[config.mk]
export PLATFORM = sky130hd
export DESIGN_NAME = dtp_top
export DESIGN_NICKNAME = d
export VERILOG_FILES = /design/src/dtp_pkg.sv /design/src/dtp_sync.sv /design/src/dtp_prescaler.sv /design/src/dtp_top.sv
export SDC_FILE = /design/constraint.sdc
export NUM_CORES = 1
export LEC_CHECK = 0
export ABC_CLOCK_PERIOD_IN_PS = 7000
export BUFFER_PORTS_ARGS = -buffer_cell sky130_fd_sc_hd__buf_2
export CORE_AREA = 2 2 122 124
export DETAILED_ROUTE_END_ITERATION = 10
export DIE_AREA = 0 0 124 126
export GPL_TIMING_DRIVEN = 0
export PLACE_DENSITY = 0.95
export SLEW_MARGIN = 15
export SYNTH_ARGS = -nofsm -noshare
export SYNTH_HDL_FRONTEND = slang
export SYNTH_SLANG_ARGS = --single-unit
[constraint.sdc]
create_clock -name REF_CLK -period 7 [get_ports REF_CLK]
set_input_delay 2.1 -clock REF_CLK [delete_from_list [all_inputs] [get_ports REF_CLK]]
set_output_delay 2.1 -clock REF_CLK [all_outputs]
set_load 0.005 [all_outputs]
[src/dtp_pkg.sv]
// Shared constants, field layouts and carrier types for the dual timer pair.
`default_nettype none
package dtp_pkg;

	// Width of one timer word.
	localparam int DTP_DW = 16;

	// Wishbone byte offsets of the registers.
	localparam logic [7:0] DTP_OFS_LOW_COUNT = 8'h00;
	localparam logic [7:0] DTP_OFS_HOLDING = 8'h04;
	localparam logic [7:0] DTP_OFS_HIGH_COUNT = 8'h08;
	localparam logic [7:0] DTP_OFS_PERIOD_LOW = 8'h0c;
	localparam logic [7:0] DTP_OFS_PERIOD_HIGH = 8'h10;
	localparam logic [7:0] DTP_OFS_LOW_CTRL = 8'h14;
	localparam logic [7:0] DTP_OFS_HIGH_CTRL = 8'h18;
	localparam logic [7:0] DTP_OFS_FLAGS = 8'h1c;
	localparam logic [7:0] DTP_OFS_IRQ_EN = 8'h20;

	// Field positions inside a timer control register.
	localparam int DTP_BIT_RUN = 15;
	localparam int DTP_BIT_IDLE_STOP = 13;
	localparam int DTP_BIT_GATE = 6;
	localparam int DTP_BIT_PSC_HI = 5;
	localparam int DTP_BIT_PSC_LO = 4;
	localparam int DTP_BIT_COMBINE = 3;
	localparam int DTP_BIT_CLK_SRC = 1;

	// Writable bits of each control register; the rest read as zero.
	localparam logic [15:0] DTP_LOW_CTRL_MASK = 16'ha07a;
	localparam logic [15:0] DTP_HIGH_CTRL_MASK = 16'ha072;

	// Values after reset.
	localparam logic [15:0] DTP_RST_COUNT = 16'h0000;
	localparam logic [15:0] DTP_RST_PERIOD = 16'hffff;
	localparam logic [15:0] DTP_RST_CTRL = 16'h0000;

	// Instruction cycle is the reference clock divided by four.
	localparam int DTP_REF_CLK_HZ = 100000000;
	localparam int DTP_TCY_DIV = 4;
	localparam logic [1:0] DTP_TCY_LAST = 2'(DTP_TCY_DIV - 1);

	// Prescaler terminal counts for divide by 1, 8, 64 and 256.
	localparam logic [7:0] DTP_PSC_TERM_1 = 8'h00;
	localparam logic [7:0] DTP_PSC_TERM_8 = 8'h07;
	localparam logic [7:0] DTP_PSC_TERM_64 = 8'h3f;
	localparam logic [7:0] DTP_PSC_TERM_256 = 8'hff;

	// Decoded fields of one control register.
	typedef struct packed {
		logic run;
		logic idle_stop;
		logic gate;
		logic [1:0] prescale_select;
		logic combine;
		logic clock_source_select;
	} dtp_ctrl_t;

	// Unpacks a control word into its fields.
	function automatic dtp_ctrl_t dtp_decode(input logic [15:0] r);
		dtp_ctrl_t c;
		c.run = r[DTP_BIT_RUN];
		c.idle_stop = r[DTP_BIT_IDLE_STOP];
		c.gate = r[DTP_BIT_GATE];
		c.prescale_select = r[DTP_BIT_PSC_HI:DTP_BIT_PSC_LO];
		c.combine = r[DTP_BIT_COMBINE];
		c.clock_source_select = r[DTP_BIT_CLK_SRC];
		return c;
	endfunction : dtp_decode

	// Merges write data into a 16-bit register under byte selects.
	function automatic logic [15:0] dtp_merge(input logic [15:0] old, input logic [15:0] dat,
			input logic [1:0] sel);
		logic [15:0] m;
		m = {{8{sel[1]}}, {8{sel[0]}}};
		return (old & ~m) | (dat & m);
	endfunction : dtp_merge

endpackage : dtp_pkg
`default_nettype wire

[src/dtp_sync.sv]
// Two flip-flop synchroniser for pin levels.
`timescale 1ns/10ps
`default_nettype none
module dtp_sync #(
	parameter int W = 2
) (
	// Clock and reset.
	input wire logic clk,
	input wire logic rst_n,
	// Level in and synchronised level out.
	input wire logic [W-1:0] d,
	output logic [W-1:0] q
);

	logic [W-1:0] meta_r;

	// First stage feeds only the second stage.
	always_ff @(posedge clk or negedge rst_n) begin
		if (!rst_n) begin
			meta_r <= '0;
			q <= '0;
		end else begin
			meta_r <= d;
			q <= meta_r;
		end
	end

endmodule : dtp_sync
`default_nettype wire

[src/dtp_prescaler.sv]
// Clock prescaler dividing a source tick by 1, 8, 64 or 256.
`timescale 1ns/10ps
`default_nettype none
module dtp_prescaler
	import dtp_pkg::*;
#(
	parameter bit SYNC_OUT = 1'b0
) (
	// Clock and reset.
	input wire logic clk,
	input wire logic rst_n,
	// Control.
	input wire logic run,
	input wire logic advance,
	input wire logic clear,
	input wire logic [1:0] prescale_select,
	// Source tick in, divided tick out.
	input wire logic src_tick,
	output logic tick
);

	logic [7:0] cnt_r;
	logic [7:0] term;
	logic at_term;
	logic raw_tick;

	// Terminal count from the select field.
	always_comb begin
		case (prescale_select)
			2'h0: term = DTP_PSC_TERM_1;
			2'h1: term = DTP_PSC_TERM_8;
			2'h2: term = DTP_PSC_TERM_64;
			2'h3: term = DTP_PSC_TERM_256;
			default: term = DTP_PSC_TERM_1;
		endcase
	end

	assign at_term = (cnt_r >= term);
	assign raw_tick = advance & src_tick & at_term & ~clear;

	// A stopped prescaler keeps its count, so a clear has no effect then.
	always_ff @(posedge clk or negedge rst_n) begin
		if (!rst_n) begin
			cnt_r <= 8'h00;
		end else if (run && clear) begin
			cnt_r <= 8'h00;
		end else if (advance && src_tick) begin
			cnt_r <= at_term ? 8'h00 : cnt_r + 8'h01;
		end
	end

	// Optional output register that retimes the tick onto the clock.
	generate
		if (SYNC_OUT) begin : g_sync
			logic tick_r;
			always_ff @(posedge clk or negedge rst_n) begin
				if (!rst_n) begin
					tick_r <= 1'b0;
				end else begin
					tick_r <= raw_tick;
				end
			end
			assign tick = tick_r;
		end else begin : g_direct
			assign tick = raw_tick;
		end
	endgenerate

endmodule : dtp_prescaler
`default_nettype wire

[src/dtp_top.sv]
// Dual 16-bit timer pair with a 32-bit combined mode behind a Wishbone slave.
//
// Implementation choices: the address map and register access over Wishbone.
`timescale 1ns/10ps
`default_nettype none
module dtp_top
	import dtp_pkg::*;
(
	// Clock and asynchronous reset.
	input wire logic REF_CLK,
	input wire logic ARST_N,
	// Wishbone slave.
	input wire logic WB_CYC_I,
	input wire logic WB_STB_I,
	input wire logic WB_WE_I,
	input wire logic [7:0] WB_ADR_I,
	input wire logic [3:0] WB_SEL_I,
	input wire logic [31:0] WB_DAT_I,
	output logic [31:0] WB_DAT_O,
	output logic WB_ACK_O,
	// Pins: clock or gate for the low timer, clock or gate for the high timer.
	input wire logic GATE_CLOCK_PIN,
	input wire logic HIGH_CLOCK_PIN,
	// CPU power state.
	input wire logic CPU_IDLE,
	input wire logic CPU_SLEEP,
	// Events.
	output logic LOW_IRQ,
	output logic MATCH_IRQ,
	output logic ADC_TRIG
);

	// Reset release pipeline.
	logic [1:0] rst_pipe_r;
	logic rst_n;

	// Instruction cycle divider.
	logic [1:0] tcy_cnt_r;
	logic tcy_en;

	// Pin sampling.
	logic [1:0] pin_s;
	logic [1:0] pin_prev_r;
	logic [1:0] pin_rise;
	logic [1:0] pin_fall;

	// Register file.
	logic [15:0] cnt_r [2];
	logic [15:0] cnt_nxt [2];
	logic [15:0] per_r [2];
	logic [15:0] ctrl_r [2];
	logic [15:0] high_word_holding_r;
	logic [1:0] flag_r;
	logic [1:0] flag_nxt;
	logic [1:0] irq_en_r;
	logic [1:0] set_v;

	// Bus decode.
	logic ack_r;
	logic acc;
	logic wr;
	logic rd;
	logic [7:0] addr;
	logic [15:0] wdat;
	logic [1:0] wsel;
	logic wr_low_count;
	logic wr_high_count;
	logic wr_holding;
	logic wr_per_low;
	logic wr_per_high;
	logic wr_low_ctrl;
	logic wr_high_ctrl;
	logic wr_flags;
	logic wr_irq_en;
	logic rd_low_count;
	logic [31:0] rd_nxt;

	// Timer control and ticks.
	logic combine;
	dtp_ctrl_t eff [2];
	logic [1:0] active;
	logic [1:0] src_tick;
	logic [1:0] psc_clear;
	logic [1:0] psc_tick;
	logic [1:0] gate_fall;
	logic [1:0] match16;
	logic match32;
	logic trig_nxt;

	// Reset is released through two flip-flops.
	always_ff @(posedge REF_CLK or negedge ARST_N) begin
		if (!ARST_N) begin
			rst_pipe_r <= 2'h0;
		end else begin
			rst_pipe_r <= {rst_pipe_r[0], 1'b1};
		end
	end
	assign rst_n = rst_pipe_r[1];

	// Instruction cycle enable, one pulse every four reference clocks.
	always_ff @(posedge REF_CLK or negedge rst_n) begin
		if (!rst_n) begin
			tcy_cnt_r <= 2'h0;
		end else begin
			tcy_cnt_r <= tcy_en ? 2'h0 : tcy_cnt_r + 2'h1;
		end
	end
	assign tcy_en = (tcy_cnt_r == DTP_TCY_LAST);

	// Both pins are synchronised before any edge detection.
	dtp_sync #(
		.W(2)
	) u_pin_sync (
		.clk(REF_CLK),
		.rst_n(rst_n),
		.d({HIGH_CLOCK_PIN, GATE_CLOCK_PIN}),
		.q(pin_s)
	);

	// Edge detectors on the synchronised levels.
	always_ff @(posedge REF_CLK or negedge rst_n) begin
		if (!rst_n) begin
			pin_prev_r <= 2'h0;
		end else begin
			pin_prev_r <= pin_s;
		end
	end
	assign pin_rise = pin_s & ~pin_prev_r;
	assign pin_fall = ~pin_s & pin_prev_r;

	// Wishbone decode; each access is answered one cycle after it is seen.
	assign acc = WB_CYC_I & WB_STB_I & ~ack_r;
	assign wr = acc & WB_WE_I;
	assign rd = acc & ~WB_WE_I;
	assign addr = {WB_ADR_I[7:2], 2'b00};
	assign wdat = WB_DAT_I[15:0];
	assign wsel = WB_SEL_I[1:0];
	assign wr_low_count = wr & (addr == DTP_OFS_LOW_COUNT);
	assign wr_holding = wr & (addr == DTP_OFS_HOLDING);
	assign wr_high_count = wr & (addr == DTP_OFS_HIGH_COUNT);
	assign wr_per_low = wr & (addr == DTP_OFS_PERIOD_LOW);
	assign wr_per_high = wr & (addr == DTP_OFS_PERIOD_HIGH);
	assign wr_low_ctrl = wr & (addr == DTP_OFS_LOW_CTRL);
	assign wr_high_ctrl = wr & (addr == DTP_OFS_HIGH_CTRL);
	assign wr_flags = wr & (addr == DTP_OFS_FLAGS);
	assign wr_irq_en = wr & (addr == DTP_OFS_IRQ_EN);
	assign rd_low_count = rd & (addr == DTP_OFS_LOW_COUNT);

	// Combined mode takes every setting from the low control register.
	assign combine = ctrl_r[0][DTP_BIT_COMBINE];
	assign eff[0] = dtp_decode(ctrl_r[0]);
	assign eff[1] = combine ? eff[0] : dtp_decode(ctrl_r[1]);

	// Per-timer clock source, gating and prescaler.
	generate
		for (genvar i = 0; i < 2; i++) begin : g_tmr
			// In combined mode both lanes look at the low timer's pin.
			logic pin_lvl;
			logic pin_up;
			logic pin_down;
			assign pin_lvl = combine ? pin_s[0] : pin_s[i];
			assign pin_up = combine ? pin_rise[0] : pin_rise[i];
			assign pin_down = combine ? pin_fall[0] : pin_fall[i];

			// Counting halts in sleep, and in idle when asked to.
			assign active[i] = eff[i].run & ~CPU_SLEEP & ~(CPU_IDLE & eff[i].idle_stop);

			// External source counts rising pin edges; internal counts Tcy, gated if set.
			assign src_tick[i] = eff[i].clock_source_select ? pin_up
				: (tcy_en & (~eff[i].gate | pin_lvl));

			// Falling gate edge ends an accumulation; the count is kept.
			assign gate_fall[i] = eff[i].run & eff[i].gate & ~eff[i].clock_source_select
				& pin_down;

			// Writes to the timer's count or control clear its prescaler.
			assign psc_clear[i] = (i == 0) ? (wr_low_count | wr_low_ctrl)
				: (wr_high_count | wr_high_ctrl);

			assign match16[i] = (cnt_r[i] == per_r[i]);

			// Only the low lane retimes its output.
			dtp_prescaler #(
				.SYNC_OUT(i == 0)
			) u_psc (
				.clk(REF_CLK),
				.rst_n(rst_n),
				.run(eff[i].run),
				.advance(active[i]),
				.clear(psc_clear[i]),
				.prescale_select(eff[i].prescale_select),
				.src_tick(src_tick[i]),
				.tick(psc_tick[i])
			);
		end
	endgenerate

	// Low word is the low timer, high word the high timer.
	assign match32 = ({cnt_r[1], cnt_r[0]} == {per_r[1], per_r[0]});

	// Trigger pulse toward the converter on a high-side period match.
	assign trig_nxt = combine ? (psc_tick[0] & match32)
		: (psc_tick[1] & match16[1]);

	// Next counts and flag sets; a bus write to a count wins over a tick.
	always_comb begin
		cnt_nxt[0] = cnt_r[0];
		cnt_nxt[1] = cnt_r[1];
		set_v = 2'h0;
		if (combine) begin
			// Only the low prescaler clocks the 32-bit count.
			if (psc_tick[0]) begin
				if (match32) begin
					{cnt_nxt[1], cnt_nxt[0]} = 32'h0000_0000;
					set_v[1] = 1'b1;
				end else begin
					{cnt_nxt[1], cnt_nxt[0]} = {cnt_r[1], cnt_r[0]} + 32'h0000_0001;
				end
			end
			if (gate_fall[0]) begin
				set_v[1] = 1'b1;
			end
		end else begin
			for (int i = 0; i < 2; i++) begin
				if (psc_tick[i]) begin
					if (match16[i]) begin
						cnt_nxt[i] = DTP_RST_COUNT;
						set_v[i] = 1'b1;
					end else begin
						cnt_nxt[i] = cnt_r[i] + 16'h0001;
					end
				end
				if (gate_fall[i]) begin
					set_v[i] = 1'b1;
				end
			end
		end
		// Only count writes touch the counts; control writes never do.
		if (wr_low_count) begin
			cnt_nxt[0] = dtp_merge(cnt_r[0], wdat, wsel);
			if (combine) begin
				cnt_nxt[1] = high_word_holding_r;
			end
		end
		if (wr_high_count) begin
			cnt_nxt[1] = dtp_merge(cnt_r[1], wdat, wsel);
		end
	end

	// Flags: hardware sets, software clears by writing one; a set wins.
	assign flag_nxt = (flag_r & ~({2{wr_flags & wsel[0]}} & wdat[1:0]))
		| set_v;

	// Read multiplexer; unmapped offsets read zero.
	always_comb begin
		rd_nxt = 32'h0000_0000;
		case (addr)
			DTP_OFS_LOW_COUNT: rd_nxt[15:0] = cnt_r[0];
			DTP_OFS_HOLDING: rd_nxt[15:0] = high_word_holding_r;
			DTP_OFS_HIGH_COUNT: rd_nxt[15:0] = cnt_r[1];
			DTP_OFS_PERIOD_LOW: rd_nxt[15:0] = per_r[0];
			DTP_OFS_PERIOD_HIGH: rd_nxt[15:0] = per_r[1];
			DTP_OFS_LOW_CTRL: rd_nxt[15:0] = ctrl_r[0];
			DTP_OFS_HIGH_CTRL: rd_nxt[15:0] = ctrl_r[1];
			DTP_OFS_FLAGS: rd_nxt[1:0] = flag_r;
			DTP_OFS_IRQ_EN: rd_nxt[1:0] = irq_en_r;
			default: rd_nxt = 32'h0000_0000;
		endcase
	end

	// Bus answer registers.
	always_ff @(posedge REF_CLK or negedge rst_n) begin
		if (!rst_n) begin
			ack_r <= 1'b0;
			WB_DAT_O <= 32'h0000_0000;
		end else begin
			ack_r <= acc;
			WB_DAT_O <= rd ? rd_nxt : 32'h0000_0000;
		end
	end
	assign WB_ACK_O = ack_r;

	// Counts and the holding word.
	always_ff @(posedge REF_CLK or negedge rst_n) begin
		if (!rst_n) begin
			cnt_r[0] <= DTP_RST_COUNT;
			cnt_r[1] <= DTP_RST_COUNT;
			high_word_holding_r <= DTP_RST_COUNT;
		end else begin
			cnt_r[0] <= cnt_nxt[0];
			cnt_r[1] <= cnt_nxt[1];
			if (rd_low_count) begin
				high_word_holding_r <= cnt_r[1];
			end else if (wr_holding) begin
				high_word_holding_r <= dtp_merge(high_word_holding_r, wdat, wsel);
			end
		end
	end

	// Periods and control registers.
	always_ff @(posedge REF_CLK or negedge rst_n) begin
		if (!rst_n) begin
			per_r[0] <= DTP_RST_PERIOD;
			per_r[1] <= DTP_RST_PERIOD;
			ctrl_r[0] <= DTP_RST_CTRL;
			ctrl_r[1] <= DTP_RST_CTRL;
		end else begin
			if (wr_per_low) begin
				per_r[0] <= dtp_merge(per_r[0], wdat, wsel);
			end
			if (wr_per_high) begin
				per_r[1] <= dtp_merge(per_r[1], wdat, wsel);
			end
			if (wr_low_ctrl) begin
				ctrl_r[0] <= dtp_merge(ctrl_r[0], wdat, wsel) & DTP_LOW_CTRL_MASK;
			end
			if (wr_high_ctrl) begin
				ctrl_r[1] <= dtp_merge(ctrl_r[1], wdat, wsel) & DTP_HIGH_CTRL_MASK;
			end
		end
	end

	// Flags, enables and the registered event outputs.
	always_ff @(posedge REF_CLK or negedge rst_n) begin
		if (!rst_n) begin
			flag_r <= 2'h0;
			irq_en_r <= 2'h0;
			LOW_IRQ <= 1'b0;
			MATCH_IRQ <= 1'b0;
			ADC_TRIG <= 1'b0;
		end else begin
			flag_r <= flag_nxt;
			if (wr_irq_en && wsel[0]) begin
				irq_en_r <= wdat[1:0];
			end
			LOW_IRQ <= flag_r[0] & irq_en_r[0];
			MATCH_IRQ <= flag_r[1] & irq_en_r[1];
			ADC_TRIG <= trig_nxt;
		end
	end

endmodule : dtp_top
`default_nettype wire

# Word level (Yosys, flattened, before mapping)
# Index checks and enable logic that the tools add are counted.
[word_totals]
register_bits = 144
in_bits = 53
out_inout_bits = 36
elab_cells = 180
[op_classes]
addsub = 6
magnitude_cmp = 2
eq_ne = 18
n_mux = 42
bitwise_logic = 78
reduce_logical = 12
[ops]
columns = ["cell", "n"]
rows = [
  ["two-way mux 16 bit", 9],
  ["AND 16 bit", 8],
  ["two-way mux 32 bit", 4],
  ["OR 16 bit", 7],
  ["one-hot mux 14 bit (7 select lines)", 1],
  ["one-hot mux 8 bit (4 select lines)", 2],
  ["two-way mux 8 bit", 6],
  ["AND 1 bit", 39],
  ["adder 16 x 1 -> 16 bit (second input constant)", 2],
  ["adder 32 x 1 -> 32 bit (second input constant)", 1],
  ["equality test 16 bit", 2],
  ["equality test 32 bit", 1],
  ["equality test 6 x 3 -> 1 bit (second input constant)", 4],
  ["one-hot mux 2 bit (9 select lines)", 1],
  ["two-way mux 1 bit", 17],
  ["adder 8 x 1 -> 8 bit (second input constant)", 2],
  ["greater-or-equal comparator 8 bit", 2],
  ["NOT 16 bit", 1],
  ["equality test 6 x 2 -> 1 bit (second input constant)", 2],
  ["NOT 1 bit", 11],
  ["equality test 2 bit (second input constant)", 5],
  ["AND 2 bit", 4],
  ["zero test 8 bit", 1],
  ["nonzero test 2 bit", 4],
  ["11 further kinds", 22],
]

# Longest topological paths before layout
[depth]
word_depth = 13
mapped_depth = 14
depth_no_buf = 10

# By module
# A second synthesis with hierarchy kept.
[hier_totals]
hier_cells = 960
area_unflattened_um2 = 8931.1
[modules_own_cells]
columns = ["module", "n_inst", "cells_each", "area_each_um2", "seq_area_each_um2"]
rows = [
  ["dtp_top", 1, 817, 7482.2, 3118.0],
  ["dtp_prescaler (g_tmr[1].u_psc)", 1, 68, 679.4, 200.2],
  ["dtp_prescaler (g_tmr[0].u_psc)", 1, 71, 669.4, 225.2],
  ["dtp_sync", 1, 4, 100.1, 100.1],
]

# Worst setup path before layout
# No wires, ideal clock.
[synth_path]
path_type = "input to register"
startpoint = "input WB_ADR_I[5]"
endpoint = "register with a tool-made name"
setup_ps = 127
arrival_time_ps = 3780
required_time_ps = 6873
slack_ps = 3094
path_stages = 7
path_buffers = 1
path_cell_list = "or4_1 -> buf_2 -> o31a_1 -> a221o_1 -> a31oi_1 -> a21boi_2 -> a31oi_1"
[synth_lines]
columns = ["item", "line", "text"]
rows = [
  ["start: declaration", "dtp_top.sv:16", "input wire logic [7:0] WB_ADR_I,"],
]

# Worst setup path after layout
[layout_path]
startpoint = "input WB_ADR_I[4]"
endpoint = "register WB_DAT_O[6]"
[layout_via]
elab_chain_cells = 3
word_cells_on_any_way = 9
cone_classes = "eq/ne (6); mux (2); reduce/logical (1)"
[layout_rtl]
columns = ["item", "line", "text"]
rows = [
  ["equality test 6 x 3 -> 1 bit, or another cell as far along", "dtp_top.sv:257", "case (addr)"],
  ["one-hot mux 14 bit (7 select lines) (*)", "dtp_top.sv:257", ""],
  ["two-way mux 16 bit (*)", "dtp_top.sv:278", "WB_DAT_O <= rd ? rd_nxt : 32'h0000_0000;"],
  ["end signal: assignment", "dtp_top.sv:278", ""],
  ["end: declaration", "dtp_top.sv:19", "output logic [31:0] WB_DAT_O,"],
]
# Mark *: on every way between the ends. The rest lies on a longest branch, timed or not.
# A chain may end at the register's enable or synchronous reset.

==> impl_results.md <==
- Run status: complete, no violations
- Sink count of the clock tree: 144
- Routed wire length: 30400 um
- Achievable Freq: 225 MHz
- IO Pins: 89
- Clock Pin Slew Worst Setup and Hold Paths: 0.06 ns
- CP Class: input port to flop
- LEAKAGE: 4.37 nW
- Detail Route Antenna Nets: 0
- Instance count after placement with tap cells included: between 1k and 1.5k
- Area enclosed by the die boundary: 15600 um2
- Cells on worst reg2reg path: 14
- Layout cell share with drive strength beyond 1: 0.224
- Final non-filler cell total: 1250
- Signed area change from the synthesized netlist to the final layout: 12.5%
- Data required time of the worst path: a little over 7 ns
- Unique masters post-synth: 79
- CP peak stage delay: 0.54 ns
- Number of buffers inserted by hold repair at cts: 0
- Maximum level of the CTS H-tree: 4
- Worst-case clock buffer depth: 2
- GPL Wtd Cong: 1.04
- Total global routing overflow: 0
- Final HPWL from detailed placement: about 21000 um
- Sequential Area: 3650 um2
- Placement-stage worst setup slack: 2.30 ns
- Skew final: 0.0113 ns
- Compound-Gate Fraction of Synth Area: 0.196
- Mapped Avg Cell Area: 9.41 um2
- Number of antenna violations at the first check in global routing: 0
- Area used by multi-input combinational logic: 5030 um2
- Area of all placed cells without fillers: roughly 10000 um2
- Largest family of logic cells by synthesized area: compound AO/OA/AOI/OAI gates
- Pin slew with the least headroom to its limit: 1.07 ns
- Die X: 124 um
- Detailed Route Iter0 Violations: about 1.6k
- Synthesized-area fraction occupied by adder cells: 0.0261
- Post-synth ARST share: 1.00
- Total number of vias: 8985
- Number of synthesized register bits: around 140
- Via count of the first global-routing pass: 8711
- Die height: 126 um
- CTS Buf Count: 17
- Startpoint Class: input port
- Sequence of cells on the critical path: buf_2, nor4_1, buf_2, and2_1, clkbuf_1, clkbuf_1, a22oi_1, a31oi_1
- Via density per instance: a little over 7
- CP arrival: 4.72 ns
- Instance area after placement: 9690 um2
- Sequential element share of the synthesized area: 0.400
- Final-stage net count: 1125
- Total routing resource utilization after global routing: 0.413
- # resized after CTS: 0
- Global-route wire length before repair: 48200 um
- Max IR drop VDD: 0.148 mV
- Hold Vio Cnt, Final: 0
- Clock latency at the later pin of the worst-skew pair: 0.44 ns
- Top_reg_cell synth: sky130_fd_sc_hd__dfrtp_1
- Xor and xnor area share after synthesis: 0.0404
- Capturing element type of the critical path: flop
- 1st-pass router iterations: 8
- Largest driver fanout on the critical path: 10
- Port Buf Inserts: 50
- Max_cap viols: 0
- Total inserted antenna cells: 0
- Slowest-stage cell, CP: sky130_fd_sc_hd__nor4_1
- Cell Rows: between 40 and 50
- Yosys warnings: 0
- Final setup TNS: 0 ns
- Relative slew margins: 0.280
- Sum of internal, switching and leakage power: 2.01 mW
- Largest delay contributor family on the critical path: buffers and inverters
- Final critical delay including setup and external delays: 4.45 ns
- Number of endpoints failing setup at the final stage: 0
- Buffering stage count on the worst path with inverters included: 4
- Reg2Reg Setup Slack: 2.83 ns
- Residual DRC: 0
- Average routed wire per standard cell: 24.3 um
- Initial cell density of the core: 0.636
- CORE AREA: 14300 um2
- Minimum setup slack in the final design: 2.55 ns
- Number of flops mapped to enable cells by yosys: 0
- Setup repair bufs after CTS: 0
- Summed instance area of the synthesized netlist: 9100 um2
- Max Transition Viols Final: 0
- Post-Synth Simple-Gate Area: 0.194
- Path type of the worst min-delay path: flop to async pin
- Fraction of synthesized area in multiplexers: 0.0895
- Clock tree from TritonCTS: built
- Synthesized instance count: 967
- Fin crit share: 0.635
- Root buffer selected by CTS: sky130_fd_sc_hd__clkbuf_16
- Power density cells: 196 nW/um2
- Setup repair after global routing missed its margin: false
- Maximum number of pins on one net before global-route repair: 61
- Number of inserted filler cells in the final layout: 989
routing by layer:
metal	track usage	share of wire	vias to the layer above
li1	-	-	3729
met1	0.529	0.35	4203
met2	0.604	0.44	833
met3	0.127	0.13	220
met4	0.264	0.080	0
met5	0	0	-
cells in the final DEF (no fill, tap or decap), types with 7 or more instances in the layout:
master                      count
sky130_fd_sc_hd__mux2i_1       15
sky130_fd_sc_hd__a221oi_1       8
sky130_fd_sc_hd__a221o_1       22
sky130_fd_sc_hd__nand2b_1       8
sky130_fd_sc_hd__inv_1         14
sky130_fd_sc_hd__a21oi_1       42
sky130_fd_sc_hd__nor2_1        76
sky130_fd_sc_hd__a21o_1        15
sky130_fd_sc_hd__nand4_1       19
sky130_fd_sc_hd__ha_1          19
sky130_fd_sc_hd__o21ai_0       51
sky130_fd_sc_hd__dfrtp_1      111
sky130_fd_sc_hd__nor3b_1        7
sky130_fd_sc_hd__xor2_1         7
sky130_fd_sc_hd__a31oi_1       28
sky130_fd_sc_hd__buf_4         19
sky130_fd_sc_hd__and3_1        19
sky130_fd_sc_hd__clkbuf_16     17
sky130_fd_sc_hd__buf_2         70
sky130_fd_sc_hd__clkbuf_1      28
sky130_fd_sc_hd__xnor2_1       35
sky130_fd_sc_hd__a22oi_1       24
sky130_fd_sc_hd__o31ai_1        8
sky130_fd_sc_hd__mux2_2        53
sky130_fd_sc_hd__o22ai_1       16
sky130_fd_sc_hd__and2_1        17
sky130_fd_sc_hd__nor2b_1       11
sky130_fd_sc_hd__nand3_1       29
sky130_fd_sc_hd__dfstp_2       32
sky130_fd_sc_hd__nand2_1       90
sky130_fd_sc_hd__nor3_1        14
sky130_fd_sc_hd__conb_1        17
cell families (layout without fill, tap and decap cells):
kind of cell             count (synthesis)  in the layout
AND/OR/NAND/NOR                        336            336
AO/OA/AOI/OAI                          262            262
flip-flops                             144            144
buffers and inverters                   91            175
multiplexers                            71             71
XOR/XNOR                                42             42
adder cells (fa/ha/maj)                 19             19
other                                    2             17
Yosys cell counts, drive strengths merged (20+ instances only):
cell      n  share of area
a21oi    42          0.023
a221o    22          0.024
a22oi    24          0.020
a31oi    28          0.019
and3     20          0.014
buf      48          0.035
clkbuf   29          0.012
dfrtp   112           0.31
dfstp    32          0.092
mux2     53          0.066
nand2    91          0.038
nand3    30          0.017
nor2     77          0.032
o21ai    52          0.029
xnor2    35          0.034
through the flow:
| stage | util | hold WS (ns) |
|---|---|---|
| after floorplan | - | 0.331 |
| after global placement | 0.673 | 0.333 |
| after detailed placement | 0.677 | 0.269 |
| after CTS | 0.715 | 0.270 |
| after global routing | 0.715 | 0.298 |
| final | 0.715 | 0.266 |
where the power goes:
group | internal, mW | switching [mW]
Clock | 0.467 | 0.391
Sequential | 0.870 | 0.0415
Combinational | 0.0884 | 0.148
worst max path at each step:
| stage | startpoint | to | slack (ns) | cells after the start |
|---|---|---|---|---|
| after floorplan | rst_pipe_r[1] | ADC_TRIG | 2.75 | 0 |
| final | WB_ADR_I[4] | WB_DAT_O[6] | 2.55 | 8 |
| after CTS | WB_WE_I | flop | 2.70 | 10 |
| after global routing | WB_WE_I | flop | 2.53 | 10 |
| after global placement | rst_pipe_r[1] | async pin | 1.24 | 0 |
| after detailed placement | WB_WE_I | flop | 2.30 | 10 |
area by class of cell:
| class | instances | share of cell area |
|---|---|---|
| Multi-Input combinational cell | 747 | 0.492 |
| Tap cell | 184 | 0.0225 |
| Clock buffer | 19 | 0.0433 |
| Sequential cell | 144 | 0.356 |
| Timing Repair Buffer | 52 | 0.0298 |
| Inverter | 14 | 0.00513 |
| Clock inverter | 13 | 0.0100 |
| Buffer | 77 | 0.0415 |
No activity file was read; power rests on OpenSTA's default activity.
